### src/dprc_regs.vh
// Constants shared by the drive protection and ramp control block.
`ifndef DPRC_REGS_VH
`define DPRC_REGS_VH
`define DPRC_PL_OUT_BIT     0
`define DPRC_PL_IN_BIT      1
`define DPRC_PL_EXCH_BIT    2
`define DPRC_STALL_ACC_BIT  0
`define DPRC_STALL_RUN_BIT  1
`define DPRC_STALL_DEC_BIT  2
`define DPRC_PH_CONST       2'h0
`define DPRC_PH_ACC         2'h1
`define DPRC_PH_DEC         2'h2
`define DPRC_TRIP_NONE      4'h0
`define DPRC_TRIP_OUT_PL    4'h1
`define DPRC_TRIP_IN_PL     4'h2
`define DPRC_TRIP_HW        4'h3
`define DPRC_TRIP_DEPTH     3'h5
`define DPRC_REC_W          38
`define DPRC_REC_CODE_LSB   34
`define DPRC_REC_FREQ_LSB   18
`define DPRC_REC_CUR_LSB    2
`define DPRC_RETURN_CODE    8'h01
`define DPRC_PCT_FULL       8'h64
`define DPRC_TIME_MAX       16'h1770
`define DPRC_SCALE_10MS     2'h0
`define DPRC_SCALE_100MS    2'h1
`define DPRC_SCALE_1S       2'h2
`define DPRC_MULT_10MS      7'h01
`define DPRC_MULT_100MS     7'h0a
`define DPRC_MULT_1S        7'h64
`define DPRC_CLK_PERIOD_NS  10
`define DPRC_T_BASE_NS      10000000
`define DPRC_CYC_BASE       20'hf4240
`define DPRC_DWELL_TICKS    8'h0a
`define DPRC_SEC_TICKS      7'h64
`endif

### src/dprc_trip_mem.v
// Five-entry trip record store with registered read and erase.
`timescale 1ns/1ps
`include "dprc_regs.vh"
module dprc_trip_mem (
  input  wire                   clock_in,
  input  wire                   srst_in,
  input  wire                   ce_in,
  input  wire                   wr_en_in,
  input  wire [2:0]             wr_addr_in,
  input  wire [`DPRC_REC_W-1:0] wr_data_in,
  input  wire                   erase_in,
  input  wire [2:0]             rd_addr_in,
  output reg  [`DPRC_REC_W-1:0] rd_data_out,
  output reg                    rd_valid_out
);
  // Record storage; contents are never reset, only the valid flags.
  reg [`DPRC_REC_W-1:0] mem_q [0:4];
  // One valid flag per slot.
  reg [4:0]             valid_q;

  // Writes and erase; a write in the erase cycle still lands.
  always @(posedge clock_in) begin
    if (srst_in) begin
      valid_q <= 5'h00;
    end else if (ce_in) begin
      if (erase_in) begin
        valid_q <= 5'h00;
      end
      if (wr_en_in && wr_addr_in < `DPRC_TRIP_DEPTH) begin
        mem_q[wr_addr_in]   <= wr_data_in;
        valid_q[wr_addr_in] <= 1'b1;
      end
    end
  end

  // Registered read; an empty slot reads as zero.
  always @(posedge clock_in) begin
    if (srst_in) begin
      rd_data_out  <= {`DPRC_REC_W{1'b0}};
      rd_valid_out <= 1'b0;
    end else if (ce_in) begin
      if (rd_addr_in < `DPRC_TRIP_DEPTH && valid_q[rd_addr_in]) begin
        rd_data_out  <= mem_q[rd_addr_in];
        rd_valid_out <= 1'b1;
      end else begin
        rd_data_out  <= {`DPRC_REC_W{1'b0}};
        rd_valid_out <= 1'b0;
      end
    end
  end
endmodule // dprc_trip_mem

### src/dprc_ramp_gen.v
// Rate generator that paces one-unit frequency steps along a ramp.
`timescale 1ns/1ps
module dprc_ramp_gen (
  input  wire        clock_in,
  input  wire        srst_in,
  input  wire        ce_in,
  input  wire        enable_in,
  input  wire [15:0] span_in,
  input  wire [39:0] denom_in,
  output reg         step_out
);
  // Accumulates span each cycle; one step per denom reached.
  // This spreads span steps evenly over denom cycles without a divider.
  reg  [40:0] acc_q;
  wire [40:0] acc_sum = acc_q + {25'h0, span_in};

  // A ramp that is not moving restarts from an empty accumulator.
  always @(posedge clock_in) begin
    if (srst_in) begin
      acc_q    <= 41'h0;
      step_out <= 1'b0;
    end else if (ce_in) begin
      if (!enable_in) begin
        acc_q    <= 41'h0;
        step_out <= 1'b0;
      end else if (acc_sum >= {1'b0, denom_in}) begin
        acc_q    <= acc_sum - {1'b0, denom_in};
        step_out <= 1'b1;
      end else begin
        acc_q    <= acc_sum;
        step_out <= 1'b0;
      end
    end
  end
endmodule // dprc_ramp_gen

### src/dprc_top.v
// Drive protection, stall, ramp, dwell, jump and trip history control.
`timescale 1ns/1ps
`include "dprc_regs.vh"
module dprc_top #(
  parameter [19:0] CYC_BASE = `DPRC_CYC_BASE
) (
  input  wire                   clock_in,
  input  wire                   srst_in,
  input  wire                   ce_in,
  input  wire [2:0]             phase_loss_protect_bits_in,
  input  wire                   out_phase_loss_in,
  input  wire                   in_phase_loss_in,
  input  wire                   line_exchange_active_in,
  input  wire [2:0]             stall_mode_bits_in,
  input  wire [7:0]             stall_level_pct_in,
  input  wire [15:0]            rated_motor_current_in,
  input  wire [15:0]            output_current_in,
  input  wire [15:0]            base_freq_in,
  input  wire [15:0]            max_freq_in,
  input  wire [15:0]            ramp_change_freq_in,
  input  wire                   ramp_reference_sel_in,
  input  wire [1:0]             ramp_time_scale_in,
  input  wire [15:0]            accel_time_in,
  input  wire [15:0]            decel_time_in,
  input  wire [15:0]            accel_time2_in,
  input  wire [15:0]            decel_time2_in,
  input  wire                   multi_ramp_sel_low_in,
  input  wire                   multi_ramp_sel_mid_in,
  input  wire                   multi_ramp_sel_high_in,
  input  wire [15:0]            multi_accel_time_in,
  input  wire [15:0]            multi_decel_time_in,
  input  wire [15:0]            target_freq_in,
  input  wire                   forward_run_input_in,
  input  wire                   power_on_run_sel_in,
  input  wire                   watchdog_hw_fault_in,
  input  wire                   nvm_hw_fault_in,
  input  wire                   adc_offset_fault_in,
  input  wire                   fault_reset_in,
  input  wire [7:0]             group_return_code_in,
  input  wire                   code_enter_in,
  input  wire                   trip_history_erase_in,
  input  wire [2:0]             trip_history_entry_in,
  input  wire [15:0]            dwell_time_in,
  input  wire [15:0]            dwell_freq_in,
  input  wire                   sensorless_in,
  input  wire [15:0]            jump_lo1_in,
  input  wire [15:0]            jump_hi1_in,
  input  wire [15:0]            jump_lo2_in,
  input  wire [15:0]            jump_hi2_in,
  input  wire [15:0]            jump_lo3_in,
  input  wire [15:0]            jump_hi3_in,
  output reg  [15:0]            output_freq_out,
  output reg                    running_out,
  output reg                    tripped_out,
  output reg  [3:0]             trip_code_out,
  output reg                    hw_fault_lock_out,
  output reg                    stall_active_out,
  output reg  [1:0]             ramp_phase_out,
  output reg                    group_exit_out,
  output wire [`DPRC_REC_W-1:0] trip_record_out,
  output wire                   trip_record_valid_out,
  output reg  [31:0]            time_since_last_trip_out
);
  // Run states, one-hot.
  localparam [3:0] ST_IDLE  = 4'h1;
  localparam [3:0] ST_RUN   = 4'h2;
  localparam [3:0] ST_DWELL = 4'h4;
  localparam [3:0] ST_TRIP  = 4'h8;

  // True when f lies inside band lo..hi; an empty band never hits.
  function in_band;
    input [15:0] f;
    input [15:0] lo;
    input [15:0] hi;
    begin
      in_band = (hi > lo) && (f >= lo) && (f <= hi);
    end
  endfunction

  reg  [3:0]  state_q;         // Run state.
  reg  [15:0] freq_q;          // Output frequency, 0.01 Hz units.
  reg         armed_q;         // Run command seen off since power-up or trip, or power-on run selected at reset.
  reg         first_q;         // High in the first cycle after reset.
  reg         hw_lock_q;       // Hardware fault latched until reset.
  reg         dwell_done_q;    // Dwell already served in this start.
  reg  [23:0] dwell_cnt_q;     // Dwell time in base ticks.
  reg  [15:0] goal_q;          // Goal seen at last delta ramp start.
  reg  [15:0] start_q;         // Frequency at last delta ramp start.
  reg  [19:0] base_cnt_q;      // Base tick prescaler.
  reg  [6:0]  sec_cnt_q;       // Base ticks within one second.
  reg  [2:0]  wr_ptr_q;        // Next trip record slot.
  reg         stall_q;         // Stall engaged; held until current drops.

  wire run_w    = forward_run_input_in;
  wire active_w = (state_q == ST_RUN) || (state_q == ST_DWELL);
  wire tick_w   = (base_cnt_q == CYC_BASE - 20'h1);

  wire hw_fault_w = watchdog_hw_fault_in | nvm_hw_fault_in | adc_offset_fault_in;
  wire pl_allow_w = ~line_exchange_active_in |
                    phase_loss_protect_bits_in[`DPRC_PL_EXCH_BIT];
  wire out_pl_w   = phase_loss_protect_bits_in[`DPRC_PL_OUT_BIT] & out_phase_loss_in &
                    pl_allow_w;
  wire in_pl_w    = phase_loss_protect_bits_in[`DPRC_PL_IN_BIT] & in_phase_loss_in &
                    pl_allow_w;
  wire fault_w    = hw_fault_w | out_pl_w | in_pl_w;
  wire [3:0] code_w = hw_fault_w ? `DPRC_TRIP_HW :
                      out_pl_w ? `DPRC_TRIP_OUT_PL : `DPRC_TRIP_IN_PL;

  // Jump band substitution of the reference frequency.
  // Three passes let a hit spread down a chain of overlapping bands.
  reg [15:0] jumped_w;
  integer    pass_i;           // Merge pass counter.
  always @* begin
    jumped_w = target_freq_in;
    for (pass_i = 0; pass_i < 3; pass_i = pass_i + 1) begin
      jumped_w = in_band(jumped_w, jump_lo1_in, jump_hi1_in) ? jump_lo1_in : jumped_w;
      jumped_w = in_band(jumped_w, jump_lo2_in, jump_hi2_in) ? jump_lo2_in : jumped_w;
      jumped_w = in_band(jumped_w, jump_lo3_in, jump_hi3_in) ? jump_lo3_in : jumped_w;
    end
  end

  // jump settles run only
  // Only the settling point moves; the ramp crosses a band freely.
  // stop ramps down
  wire [15:0] goal_w = (active_w && run_w) ? jumped_w : 16'h0;
  wire up_w = freq_q < goal_w;
  wire dn_w = freq_q > goal_w;
  wire [1:0] phase_w = up_w ? `DPRC_PH_ACC : (dn_w ? `DPRC_PH_DEC : `DPRC_PH_CONST);

  wire [23:0] lvl_full_w = {8'h0, rated_motor_current_in} * {16'h0, stall_level_pct_in};
  wire [23:0] lvl_w      = lvl_full_w / {16'h0, `DPRC_PCT_FULL};
  // derate above base
  // A fixed quarter cut keeps this free of a frequency divider.
  wire [23:0] lvl_eff_w  = (freq_q > base_freq_in) ? lvl_w - {2'h0, lvl_w[23:2]} : lvl_w;
  wire stall_en_w = (phase_w == `DPRC_PH_ACC)   ? stall_mode_bits_in[`DPRC_STALL_ACC_BIT] :
                    (phase_w == `DPRC_PH_DEC)   ? stall_mode_bits_in[`DPRC_STALL_DEC_BIT] :
                                                  stall_mode_bits_in[`DPRC_STALL_RUN_BIT];
  // An engaged stall holds until the current drops, whatever phase the lowering makes.
  wire stall_w = active_w && (stall_en_w || stall_q) &&
                 ({8'h0, output_current_in} > lvl_eff_w);

  wire multi_w = multi_ramp_sel_low_in | multi_ramp_sel_mid_in | multi_ramp_sel_high_in;
  // change frequency
  // A setting of zero means the second ramp is never used.
  wire chg_w = (ramp_change_freq_in != 16'h0) && (freq_q >= ramp_change_freq_in);
  wire use_dec_w = dn_w | stall_w;
  reg [15:0] time_w;
  always @* begin
    if (multi_w) begin
      time_w = use_dec_w ? multi_decel_time_in : multi_accel_time_in;
    end else if (chg_w) begin
      time_w = use_dec_w ? decel_time2_in : accel_time2_in;
    end else begin
      time_w = use_dec_w ? decel_time_in : accel_time_in;
    end
  end

  wire [15:0] time_cl_w = (time_w > `DPRC_TIME_MAX) ? `DPRC_TIME_MAX : time_w;
  wire [6:0]  mult_w = (ramp_time_scale_in == `DPRC_SCALE_1S)    ? `DPRC_MULT_1S :
                       (ramp_time_scale_in == `DPRC_SCALE_100MS) ? `DPRC_MULT_100MS :
                                                                   `DPRC_MULT_10MS;
  wire [39:0] denom_w = {24'h0, time_cl_w} * {33'h0, mult_w} * {20'h0, CYC_BASE};

  wire [15:0] delta_w = (goal_q > start_q) ? goal_q - start_q : start_q - goal_q;
  wire [15:0] span_raw_w = ramp_reference_sel_in ? delta_w : max_freq_in;
  wire [15:0] span_w = (span_raw_w == 16'h0) ? 16'h1 : span_raw_w;

  wire step_w;
  wire moving_w = active_w && (state_q != ST_DWELL || stall_w) &&
                  (up_w || dn_w || stall_w);

  // Paces frequency steps from time, scale and span.
  dprc_ramp_gen u_ramp (
    .clock_in  (clock_in),
    .srst_in   (srst_in),
    .ce_in     (ce_in),
    .enable_in (moving_w),
    .span_in   (span_w),
    .denom_in  (denom_w),
    .step_out  (step_w)
  );

  wire dwell_ok_w = (dwell_time_in != 16'h0) && !sensorless_in && !dwell_done_q;
  wire [23:0] dwell_end_w = {8'h0, dwell_time_in} * {16'h0, `DPRC_DWELL_TICKS};

  // Trip record: code, frequency, current, phase.
  wire trip_evt_w = fault_w && (state_q != ST_TRIP);
  wire [`DPRC_REC_W-1:0] rec_w = {code_w, freq_q, output_current_in, phase_w};
  wire [3:0] rd_sum_w = {1'b0, wr_ptr_q} + 4'h4 - {1'b0, trip_history_entry_in};
  wire [2:0] rd_addr_w = (trip_history_entry_in >= `DPRC_TRIP_DEPTH) ? 3'h7 :
                         (rd_sum_w >= 4'h5) ? rd_sum_w[2:0] - 3'h5 : rd_sum_w[2:0];

  // Holds the trip history, newest entry read as index zero.
  dprc_trip_mem u_trips (
    .clock_in     (clock_in),
    .srst_in      (srst_in),
    .ce_in        (ce_in),
    .wr_en_in     (trip_evt_w),
    .wr_addr_in   (wr_ptr_q),
    .wr_data_in   (rec_w),
    .erase_in     (trip_history_erase_in),
    .rd_addr_in   (rd_addr_w),
    .rd_data_out  (trip_record_out),
    .rd_valid_out (trip_record_valid_out)
  );

  // Base tick prescaler and the trip timer, which erase never touches.
  always @(posedge clock_in) begin
    if (srst_in) begin
      base_cnt_q               <= 20'h0;
      sec_cnt_q                <= 7'h0;
      time_since_last_trip_out <= 32'h0;
    end else if (ce_in) begin
      base_cnt_q <= tick_w ? 20'h0 : base_cnt_q + 20'h1;
      if (trip_evt_w) begin
        sec_cnt_q                <= 7'h0;
        time_since_last_trip_out <= 32'h0;
      end else if (tick_w) begin
        if (sec_cnt_q == `DPRC_SEC_TICKS - 7'h1) begin
          sec_cnt_q <= 7'h0;
          if (time_since_last_trip_out != 32'hffffffff) begin
            time_since_last_trip_out <= time_since_last_trip_out + 32'h1;
          end
        end else begin
          sec_cnt_q <= sec_cnt_q + 7'h1;
        end
      end
    end
  end

  // Trip slot pointer; an erase restarts the ring at slot zero unless a trip lands in the same cycle.
  always @(posedge clock_in) begin
    if (srst_in) begin
      wr_ptr_q <= 3'h0;
    end else if (ce_in) begin
      if (trip_evt_w) begin
        wr_ptr_q <= (wr_ptr_q == `DPRC_TRIP_DEPTH - 3'h1) ? 3'h0 : wr_ptr_q + 3'h1;
      end else if (trip_history_erase_in) begin
        wr_ptr_q <= 3'h0;
      end
    end
  end

  // Main run control: start, dwell, ramp, stall and trip.
  always @(posedge clock_in) begin
    if (srst_in) begin
      state_q      <= ST_IDLE;
      freq_q       <= 16'h0;
      armed_q      <= 1'b0;
      first_q      <= 1'b1;
      hw_lock_q    <= 1'b0;
      dwell_done_q <= 1'b0;
      dwell_cnt_q  <= 24'h0;
      goal_q       <= 16'h0;
      start_q      <= 16'h0;
      stall_q      <= 1'b0;
    end else if (ce_in) begin
      first_q <= 1'b0;
      stall_q <= stall_w;
      if (!run_w || (first_q && power_on_run_sel_in)) begin
        armed_q <= 1'b1;
      end
      // A new goal restarts the delta ramp from where we stand.
      if (goal_w != goal_q) begin
        goal_q  <= goal_w;
        start_q <= freq_q;
      end
      if (hw_fault_w) begin
        hw_lock_q <= 1'b1;
      end
      if (trip_evt_w) begin
        // Output is cut at once; the motor coasts.
        state_q <= ST_TRIP;
        freq_q  <= 16'h0;
        armed_q <= 1'b0;
      end else begin
        case (state_q)
          ST_IDLE: begin
            dwell_done_q <= 1'b0;
            if (armed_q && run_w) begin
              state_q <= ST_RUN;
            end
          end
          ST_RUN: begin
            if (stall_w && step_w && freq_q != 16'h0) begin
              freq_q <= freq_q - 16'h1;
            end else if (up_w && dwell_ok_w && freq_q >= dwell_freq_in) begin
              state_q     <= ST_DWELL;
              dwell_cnt_q <= 24'h0;
            end else if (step_w && up_w) begin
              freq_q <= freq_q + 16'h1;
            end else if (step_w && dn_w) begin
              freq_q <= freq_q - 16'h1;
            end else if (!run_w && freq_q == 16'h0) begin
              state_q <= ST_IDLE;
            end
          end
          ST_DWELL: begin
            if (stall_w && step_w && freq_q != 16'h0) begin
              freq_q <= freq_q - 16'h1;
            end
            if (!run_w || dwell_cnt_q >= dwell_end_w) begin
              state_q      <= ST_RUN;
              dwell_done_q <= 1'b1;
            end else if (tick_w) begin
              dwell_cnt_q <= dwell_cnt_q + 24'h1;
            end
          end
          ST_TRIP: begin
            if (fault_reset_in && !hw_lock_q && !fault_w) begin
              state_q <= ST_IDLE;
            end
          end
          default: begin
            state_q <= ST_IDLE;
          end
        endcase
      end
    end
  end

  // Registered status outputs.
  always @(posedge clock_in) begin
    if (srst_in) begin
      output_freq_out   <= 16'h0;
      running_out       <= 1'b0;
      tripped_out       <= 1'b0;
      trip_code_out     <= `DPRC_TRIP_NONE;
      hw_fault_lock_out <= 1'b0;
      stall_active_out  <= 1'b0;
      ramp_phase_out    <= `DPRC_PH_CONST;
      group_exit_out    <= 1'b0;
    end else if (ce_in) begin
      output_freq_out   <= freq_q;
      running_out       <= active_w;
      tripped_out       <= (state_q == ST_TRIP);
      hw_fault_lock_out <= hw_lock_q;
      stall_active_out  <= stall_w;
      ramp_phase_out    <= active_w ? phase_w : `DPRC_PH_CONST;
      if (trip_evt_w) begin
        trip_code_out <= code_w;
      end
      group_exit_out <= code_enter_in && (group_return_code_in == `DPRC_RETURN_CODE);
    end
  end
endmodule // dprc_top

### config.mk
export PLATFORM = sky130hd
export DESIGN_NAME = dprc_top
export DESIGN_NICKNAME = d
export VERILOG_FILES = /design/src/dprc_trip_mem.v /design/src/dprc_ramp_gen.v /design/src/dprc_top.v
export VERILOG_INCLUDE_DIRS = /design/src /design/src/src
export SDC_FILE = /design/constraint.sdc
export NUM_CORES = 2
export LEC_CHECK = 0
export BUFFER_PORTS_ARGS = -buffer_cell sky130_fd_sc_hd__buf_4
export CAP_MARGIN = 40
export CORE_UTILIZATION = 45
export DETAILED_ROUTE_END_ITERATION = 16
export SKIP_LAST_GASP = 1
export SLEW_MARGIN = 20
export SYNTH_ARGS = -nofsm -noshare
export SYNTH_HDL_FRONTEND = slang
export SYNTH_SLANG_ARGS = --single-unit
### constraint.sdc
create_clock -name clock_in -period 122 [get_ports clock_in]
set_clock_uncertainty 0.1 [all_clocks]
set_input_delay 6.1 -clock clock_in [delete_from_list [all_inputs] [get_ports clock_in]]
set_output_delay 6.1 -clock clock_in [all_outputs]
set_load 0.005 [all_outputs]
Word-level counts from Yosys, hierarchy flattened
Memories as Yosys holds them, arrays and structs flattened.
Index checks and enable logic that the tools add are counted.
{"block": "word_totals", "latch_bits": 0, "out_inout_bits": 98, "inputBits": 366, "ram_bits": 180, "n_memories": 1, "register_bits": 255, "romBits": 0}
{"name": "u_trips.mem_q", "depth": 5, "width": 36, "rd": 1, "rd_ports_with_merged_regs": 0, "write_ports": 1, "line_no": "dprc_trip_mem.v:17", "rtl": "reg [`DPRC_REC_W-1:0] mem_q [0:4];"}
{"block": "op_classes", "n_eq_ne": 31, "mul": 4, "div_mod_pow": 1, "n_lt_le_gt_ge": 38, "mux": 86, "n_shift": 0, "n_reduce_logical": 78, "bitwise": 15, "n_addsub": 15}
{"cell": "$mux 16", "n": 25}
{"cell": "$ge 16x16->1", "n": 11}
{"cell": "$le 16x16->1", "n": 9}
{"cell": "$mux 32", "n": 4}
{"cell": "$mux 24", "n": 5}
{"cell": "$gt 16x16->1", "n": 6}
{"cell": "$mux 41", "n": 2}
{"cell": "$pmux 24 s2", "n": 1}
{"cell": "$reduce_bool 16->1", "n": 3}
{"cell": "$logic_and 1x1->1", "n": 42}
{"cell": "$add 41x16->41", "n": 1}
{"cell": "$ge 41x40->1", "n": 1}
{"cell": "$sub 41x40->41", "n": 1}
{"cell": "$mux 4", "n": 10}
{"cell": "$mux 38", "n": 1}
{"cell": "$mul 23x14->34 const B", "n": 1}
{"cell": "$add 32x1->32 const B", "n": 1}
{"cell": "$logic_not 16->1", "n": 2}
{"cell": "$ne 32x32->1 const B", "n": 1}
{"cell": "$pmux 16 s2", "n": 1}
{"cell": "$sub 16x16->16", "n": 2}
{"cell": "$mux 7", "n": 4}
{"cell": "$add 24x1->24 const B", "n": 1}
{"cell": "$div 24x7->24 const B", "n": 1}
{"cell": "other kinds (62)", "n": 132}

Depth between registers and ports, before layout
{"block": "depth", "ltp_word": 57, "mapped_depth": 304, "depth_no_buf": 291}

By module
From an unflattened synthesis, not the netlist that was laid out.
{"block": "hier_totals", "cells_unflattened": 6235, "hier_area_um2": 53259.8}
{"mod": "dprc_top", "instances": 1, "cells_each": 4917, "seq_area_each_um2": 3343.2, "area_per_inst_um2": 38799.7}
{"mod": "dprc_trip_mem", "instances": 1, "cells_each": 527, "seq_area_each_um2": 6586.3, "area_per_inst_um2": 8704.6}
{"mod": "dprc_ramp_gen", "instances": 1, "cells_each": 791, "seq_area_each_um2": 840.8, "area_per_inst_um2": 5755.5}

Least setup slack after synthesis
Ideal clock, no wire load.
{"block": "synth_path", "path_kind": "input to register", "startpoint": "input port target_freq_in[0]", "endpoint": "register u_ramp.acc_q[6]", "cell_stages": 287, "n_path_buf": 15, "slack_ns": 74.043, "t_arrival_ns": 47.729, "path_cell_list": "inv_1 ha_1 nand2b_1 a21o_1 a21oi_1 nor2b_1 o21ai_0 nand2b_1 a21oi_1 nor2b_1 o21ai_0 nand2b_1 a21oi_1 nor2b_1 o21ai_0 nand2b_1 a21oi_1 o21ai_0 [251 not listed] nand2_1 and2_1 o21ai_0 nand2b_1 a21o_1 a21o_1 a21o_1 a21o_1 a21o_1 a21o_1 a21o_1 a21oi_1 o21ba_2 clkbuf_1 buf_1 mux2i_1 a22oi_1 nor2_1"}
{"element": "start: declaration", "line_no": "dprc_top.v:32", "rtl": "input wire [15:0] target_freq_in,"}
{"element": "$ge 16x16->1", "line_no": "dprc_top.v:76", "rtl": "in_band = (hi > lo) && (f >= lo) && (f <= hi);"}
{"element": "$logic_and 1x1->1 (2 in series)", "line_no": "dprc_top.v:76"}
{"element": "$mux 16 (*)", "line_no": "dprc_top.v:116", "rtl": "jumped_w = in_band(jumped_w, jump_lo1_in, jump_hi1_in) ? jump_lo1_in : jumped_w;"}
{"element": "$ge 16x16->1", "line_no": "dprc_top.v:76"}
{"element": "$logic_and 1x1->1 (2 in series)", "line_no": "dprc_top.v:76"}
{"element": "$mux 16 (*)", "line_no": "dprc_top.v:117", "rtl": "jumped_w = in_band(jumped_w, jump_lo2_in, jump_hi2_in) ? jump_lo2_in : jumped_w;"}
{"element": "$ge 16x16->1", "line_no": "dprc_top.v:76"}
{"element": "$logic_and 1x1->1 (2 in series)", "line_no": "dprc_top.v:76"}
{"element": "[28 not listed]"}
{"element": "via phase_w[0]", "line_no": "dprc_top.v:128", "rtl": "wire [1:0] phase_w = up_w ? `DPRC_PH_ACC : (dn_w ? `DPRC_PH_DEC : `DPRC_PH_CONST);"}
{"element": "[9 not listed]"}
{"element": "$mux 16", "line_no": "dprc_top.v:149", "rtl": "if (multi_w) begin"}
{"element": "$gt 16x13->1 (no source line)"}
{"element": "$mux 16", "line_no": "dprc_top.v:158", "rtl": "wire [15:0] time_cl_w = (time_w > `DPRC_TIME_MAX) ? `DPRC_TIME_MAX : time_w;"}
{"element": "$mul 16x7->23", "line_no": "dprc_top.v:162", "rtl": "wire [39:0] denom_w = {24'h0, time_cl_w} * {33'h0, mult_w} * {20'h0, CYC_BASE};"}
{"element": "$mul 23x14->34", "line_no": "dprc_top.v:162"}
{"element": "$sub 41x40->41 / $ge 41x40->1 (equally long branches)", "line_no": "dprc_ramp_gen.v:27, dprc_ramp_gen.v:26"}
{"element": "$mux 41", "line_no": "dprc_ramp_gen.v:26", "rtl": "end else if (acc_sum >= {1'b0, denom_in}) begin"}
{"element": "$mux 41 (*)", "line_no": "dprc_ramp_gen.v:23", "rtl": "if (!enable_in) begin"}
{"element": "end signal: assignment", "line_no": "dprc_ramp_gen.v:27", "rtl": "acc_q <= acc_sum - {1'b0, denom_in};"}
{"element": "end signal: assignment", "line_no": "dprc_ramp_gen.v:30", "rtl": "acc_q <= acc_sum;"}
{"element": "end: declaration", "line_no": "dprc_ramp_gen.v:14", "rtl": "reg [40:0] acc_q;"}
Mark *: on every way through the listed nets, which the timed path passes. The rest lies on a longest branch.
A chain may end at the register's enable or synchronous reset.

Worst setup path in the final report
{"block": "layout_path", "startpoint": "input port jump_lo1_in[1]", "endpoint": "register u_ramp.acc_q[40]"}
{"element": "start: declaration", "line_no": "dprc_top.v:46", "rtl": "input wire [15:0] jump_lo1_in,"}
{"element": "$gt 16x16->1 / $ge 16x16->1 (equally long branches)", "line_no": "dprc_top.v:76"}
{"element": "$logic_and 1x1->1 (2 in series)", "line_no": "dprc_top.v:76"}
{"element": "$mux 16", "line_no": "dprc_top.v:116"}
{"element": "$ge 16x16->1", "line_no": "dprc_top.v:76"}
{"element": "$logic_and 1x1->1 (2 in series)", "line_no": "dprc_top.v:76"}
{"element": "$mux 16", "line_no": "dprc_top.v:117"}
{"element": "$ge 16x16->1", "line_no": "dprc_top.v:76"}
{"element": "$logic_and 1x1->1 (2 in series)", "line_no": "dprc_top.v:76"}
{"element": "[28 not listed]"}
{"element": "via phase_w[0]", "line_no": "dprc_top.v:128"}
{"element": "[9 not listed]"}
{"element": "$mux 16", "line_no": "dprc_top.v:149"}
{"element": "$gt 16x13->1 (no source line)"}
{"element": "$mux 16", "line_no": "dprc_top.v:158"}
{"element": "$mul 16x7->23", "line_no": "dprc_top.v:162"}
{"element": "$mul 23x14->34", "line_no": "dprc_top.v:162"}
{"element": "$sub 41x40->41 / $ge 41x40->1 (equally long branches)", "line_no": "dprc_ramp_gen.v:27, dprc_ramp_gen.v:26"}
{"element": "$mux 41", "line_no": "dprc_ramp_gen.v:26"}
{"element": "$mux 41 (*)", "line_no": "dprc_ramp_gen.v:23"}
Marked as above.

==> results.sh <==
export IMPL_cts_buffer_depth=3
export IMPL_die_h_um=339
export IMPL_cts_tree="yes"
export IMPL_synth_seq_area_share=0.205
export IMPL_busiest_layer="met2"
export IMPL_period_needed_ns=53.56
export IMPL_worst_setup_path_type="primary input to register"
export IMPL_route_detailed_drc=0
export IMPL_synth_distinct_cells=116
export IMPL_grt_use_met3=0.0313
export IMPL_h_tree_depth=2
export IMPL_final_common_cell="ha_1"
export IMPL_final_nets=7817
export IMPL_cts_setup_buffers=0
export IMPL_hold_depth=1
export IMPL_grt_pass1_vias=42794
export IMPL_nFillCells=10754
export IMPL_grt_use_total=0.259
export IMPL_via_count=44125
export IMPL_cts_buffers=50
export IMPL_whs_ns=0.354
export IMPL_cts_num_sinks=431
export IMPL_start_kind="primary input"
export IMPL_finalSetupViolCount=0
export IMPL_slew_viol_final=0
export IMPL_clk_insertion_delay_late_ns=0.61
export IMPL_hold_path_class="register to register"
export IMPL_layout_drive_gt1_share=0.126
export IMPL_cts_resized=0
export IMPL_required_ns=122.37
export IMPL_grt_start_max_net_pins=105
export IMPL_syn2layout_area_growth_pct=13.8
export IMPL_die_area_sq_mm=0.115
export IMPL_ys_warn_count=0
export IMPL_cpMaxStageDelayCell="xor2_1"
export IMPL_maxCapViolations=0
export IMPL_antenna_cells=0
export IMPL_ant_nets=0
export IMPL_antenna_found_initial=7
export IMPL_io_pins=464
export IMPL_cts_hold_buf=0
export IMPL_start_util=0.454
export IMPL_core_area_sq_mm=0.112
export IMPL_synthCells=6037
export IMPL_synth_edf_count=180
export IMPL_finalCritPeriodShare=0.439
export IMPL_timing_setup_tns_ns=0
export IMPL_max_freq_mhz=18.7
export IMPL_relSlewSlack=0.402
export IMPL_dp_final_hpwl_um=120000
export IMPL_cts_root_buf="clkbuf_16"
export IMPL_rsz0062_at_grt="no"
export IMPL_placementRows=123
export IMPL_crit_path_end_kind="register"
export IMPL_dr_pass1_iters=5
export IMPL_worst_r2r_path_depth=90
export IMPL_drt_wl_total_um=152000
export IMPL_grt_met1_usage=0.348
export IMPL_grt_overflow=0
export IMPL_worst_pin_slew_ns=0.890
export IMPL_final_hold_violation_count=0
export IMPL_gp_congestion=0.946
export IMPL_crit_arrival_ns=53.92
export IMPL_slowest_delay_ns=0.66
export IMPL_grt_pass1_wl_um=239000
export IMPL_ys_flop_type="dfxtp_1"
export IMPL_path_clk_slew_ns=0.06
export IMPL_async_flop_share=0
export IMPL_viasPerCell=5.53
export IMPL_worstPathMaxFanout=41
export IMPL_path_common_cell="o21ai_0"
export IMPL_ys_ff_latch=431
export IMPL_syn_area_sq_mm=0.0510
export IMPL_final_cell_mix="ha_1 (786), inv_1 (644), buf_4 (520)"
export IMPL_drt_iter0_drc=2857
export IMPL_syn_avg_cell_area_sq_um=8.44
export IMPL_port_buffers=459
export IMPL_grtUsageMet2=0.441
export IMPL_wl_per_cell_um=19.0
export IMPL_status="complete, no violations"
export IMPL_die_x_um=339
-- per-stage QoR --
| step | cell area [sq um] | utilization | std cells | setup slack, ns |
|---|---|---|---|---|
| final | 58000 | 0.516 | 7984 | 68.44 |
| after detailed placement | 56200 | 0.500 | 7883 | 67.75 |
| after CTS | 57900 | 0.515 | 7976 | 68.20 |
| after floorplan | 51000 | - | 6058 | 74.04 |
| after global routing | 58000 | 0.516 | 7984 | 63.90 |
| after global placement | 56100 | 0.499 | 7871 | 68.07 |
-- area by class of cell --
type	count	area, sq um	area share
clock inverters	16	164	0.00283
well taps	1500	1880	0.0324
clock buffers	77	1480	0.0256
inverters	651	2450	0.0422
flip-flops and latches	431	10400	0.180
multi-input cells	4773	37500	0.646
repair buffers	536	4140	0.0714
-- final timing paths --
check | startpoint | to | slack (ns)
worst max-delay path | jump_lo1_in[1] | u_ramp.acc_q[40]$_SDFFE_PP0P_ | 68.44
worst max register to register | freq_q[0]$_SDFFE_PP0P_ | u_ramp.acc_q[40]$_SDFFE_PP0P_ | 102.02
worst min-delay path | u_trips.valid_q[2]$_SDFFE_PP0P_ | u_trips.valid_q[2]$_SDFFE_PP0P_ | 0.35
worst min register to register | u_trips.valid_q[2]$_SDFFE_PP0P_ | u_trips.valid_q[2]$_SDFFE_PP0P_ | 0.35
-- layer usage --
layer,part of all wire,wire length [um],up-vias
met2,0.47,71100,1159
met5,0.00051,78,-
li1,-,-,22023
met4,0.024,3680,12
met1,0.45,68700,20744
met3,0.053,8050,187
-- cells by family (layout without fill, tap and decap cells) --
family	Yosys count	count (layout)	share of synthesized area
AND/OR/NAND/NOR	1808	1808	0.177
buffers and inverters	854	1280	0.0642
other	2	23	0.000147
adder cells (fa/ha/maj)	1009	1009	0.280
flip-flops	431	431	0.205
XOR/XNOR	286	286	0.0502
multiplexers	193	193	0.0405
AO/OA/AOI/OAI	1454	1454	0.183
-- critical path: cells and delay by family --
family / cells / cell delay, ns
AOI/OAI and AO/OA: 126 / 21.67
and+or+nand+nor: 107 / 10.44
adders and majority gates: 23 / 8.48
buffers and inverters: 25 / 3.98
muxes: 7 / 2.33
xor gates and xnor gates: 2 / 0.80
-- synth_stat cells (31+ instances only) --
master | instances | area [sq um]
a211oi_1 | 53 | 398
o211ai_1 | 31 | 233
edfxtp_1 | 180 | 5410
and2_1 | 136 | 851
nand2b_1 | 135 | 845
and3_1 | 79 | 494
nand3_1 | 92 | 460
or3_1 | 34 | 213
clkbuf_1 | 161 | 604
fa_1 | 222 | 4440
nor2b_1 | 127 | 795
a22oi_1 | 51 | 383
inv_1 | 644 | 2420
nand2_1 | 416 | 1560
a311oi_1 | 39 | 342
nand4_1 | 115 | 719
nor3_1 | 78 | 390
mux2_2 | 102 | 1150
o21bai_1 | 39 | 293
xor2_1 | 99 | 867
nor2_1 | 482 | 1810
a21oi_1 | 512 | 2560
dfxtp_1 | 251 | 5020
o21ai_0 | 311 | 1560
nor4_1 | 36 | 225
ha_1 | 786 | 9830
mux2i_1 | 90 | 901
a21o_1 | 155 | 1160
xnor2_1 | 183 | 1600
-- sequential cells by signal (all words and copies together), names as in the netlist, 3 cells and up --
register,count
goal_q,16
u_trips.valid_q,5
state_q,4
u_ramp.acc_q,41
start_q,16
time_since_last_trip_out,32
u_trips.mem_q,180
freq_q,16
sec_cnt_q,7
output_freq_out,16
u_trips.rd_data_out,36
base_cnt_q,20
wr_ptr_q,3
dwell_cnt_q,24
Power is left out: the tool's default activity adds up to more than one toggle a clock period on the data nets, which glitch-free logic cannot reach.
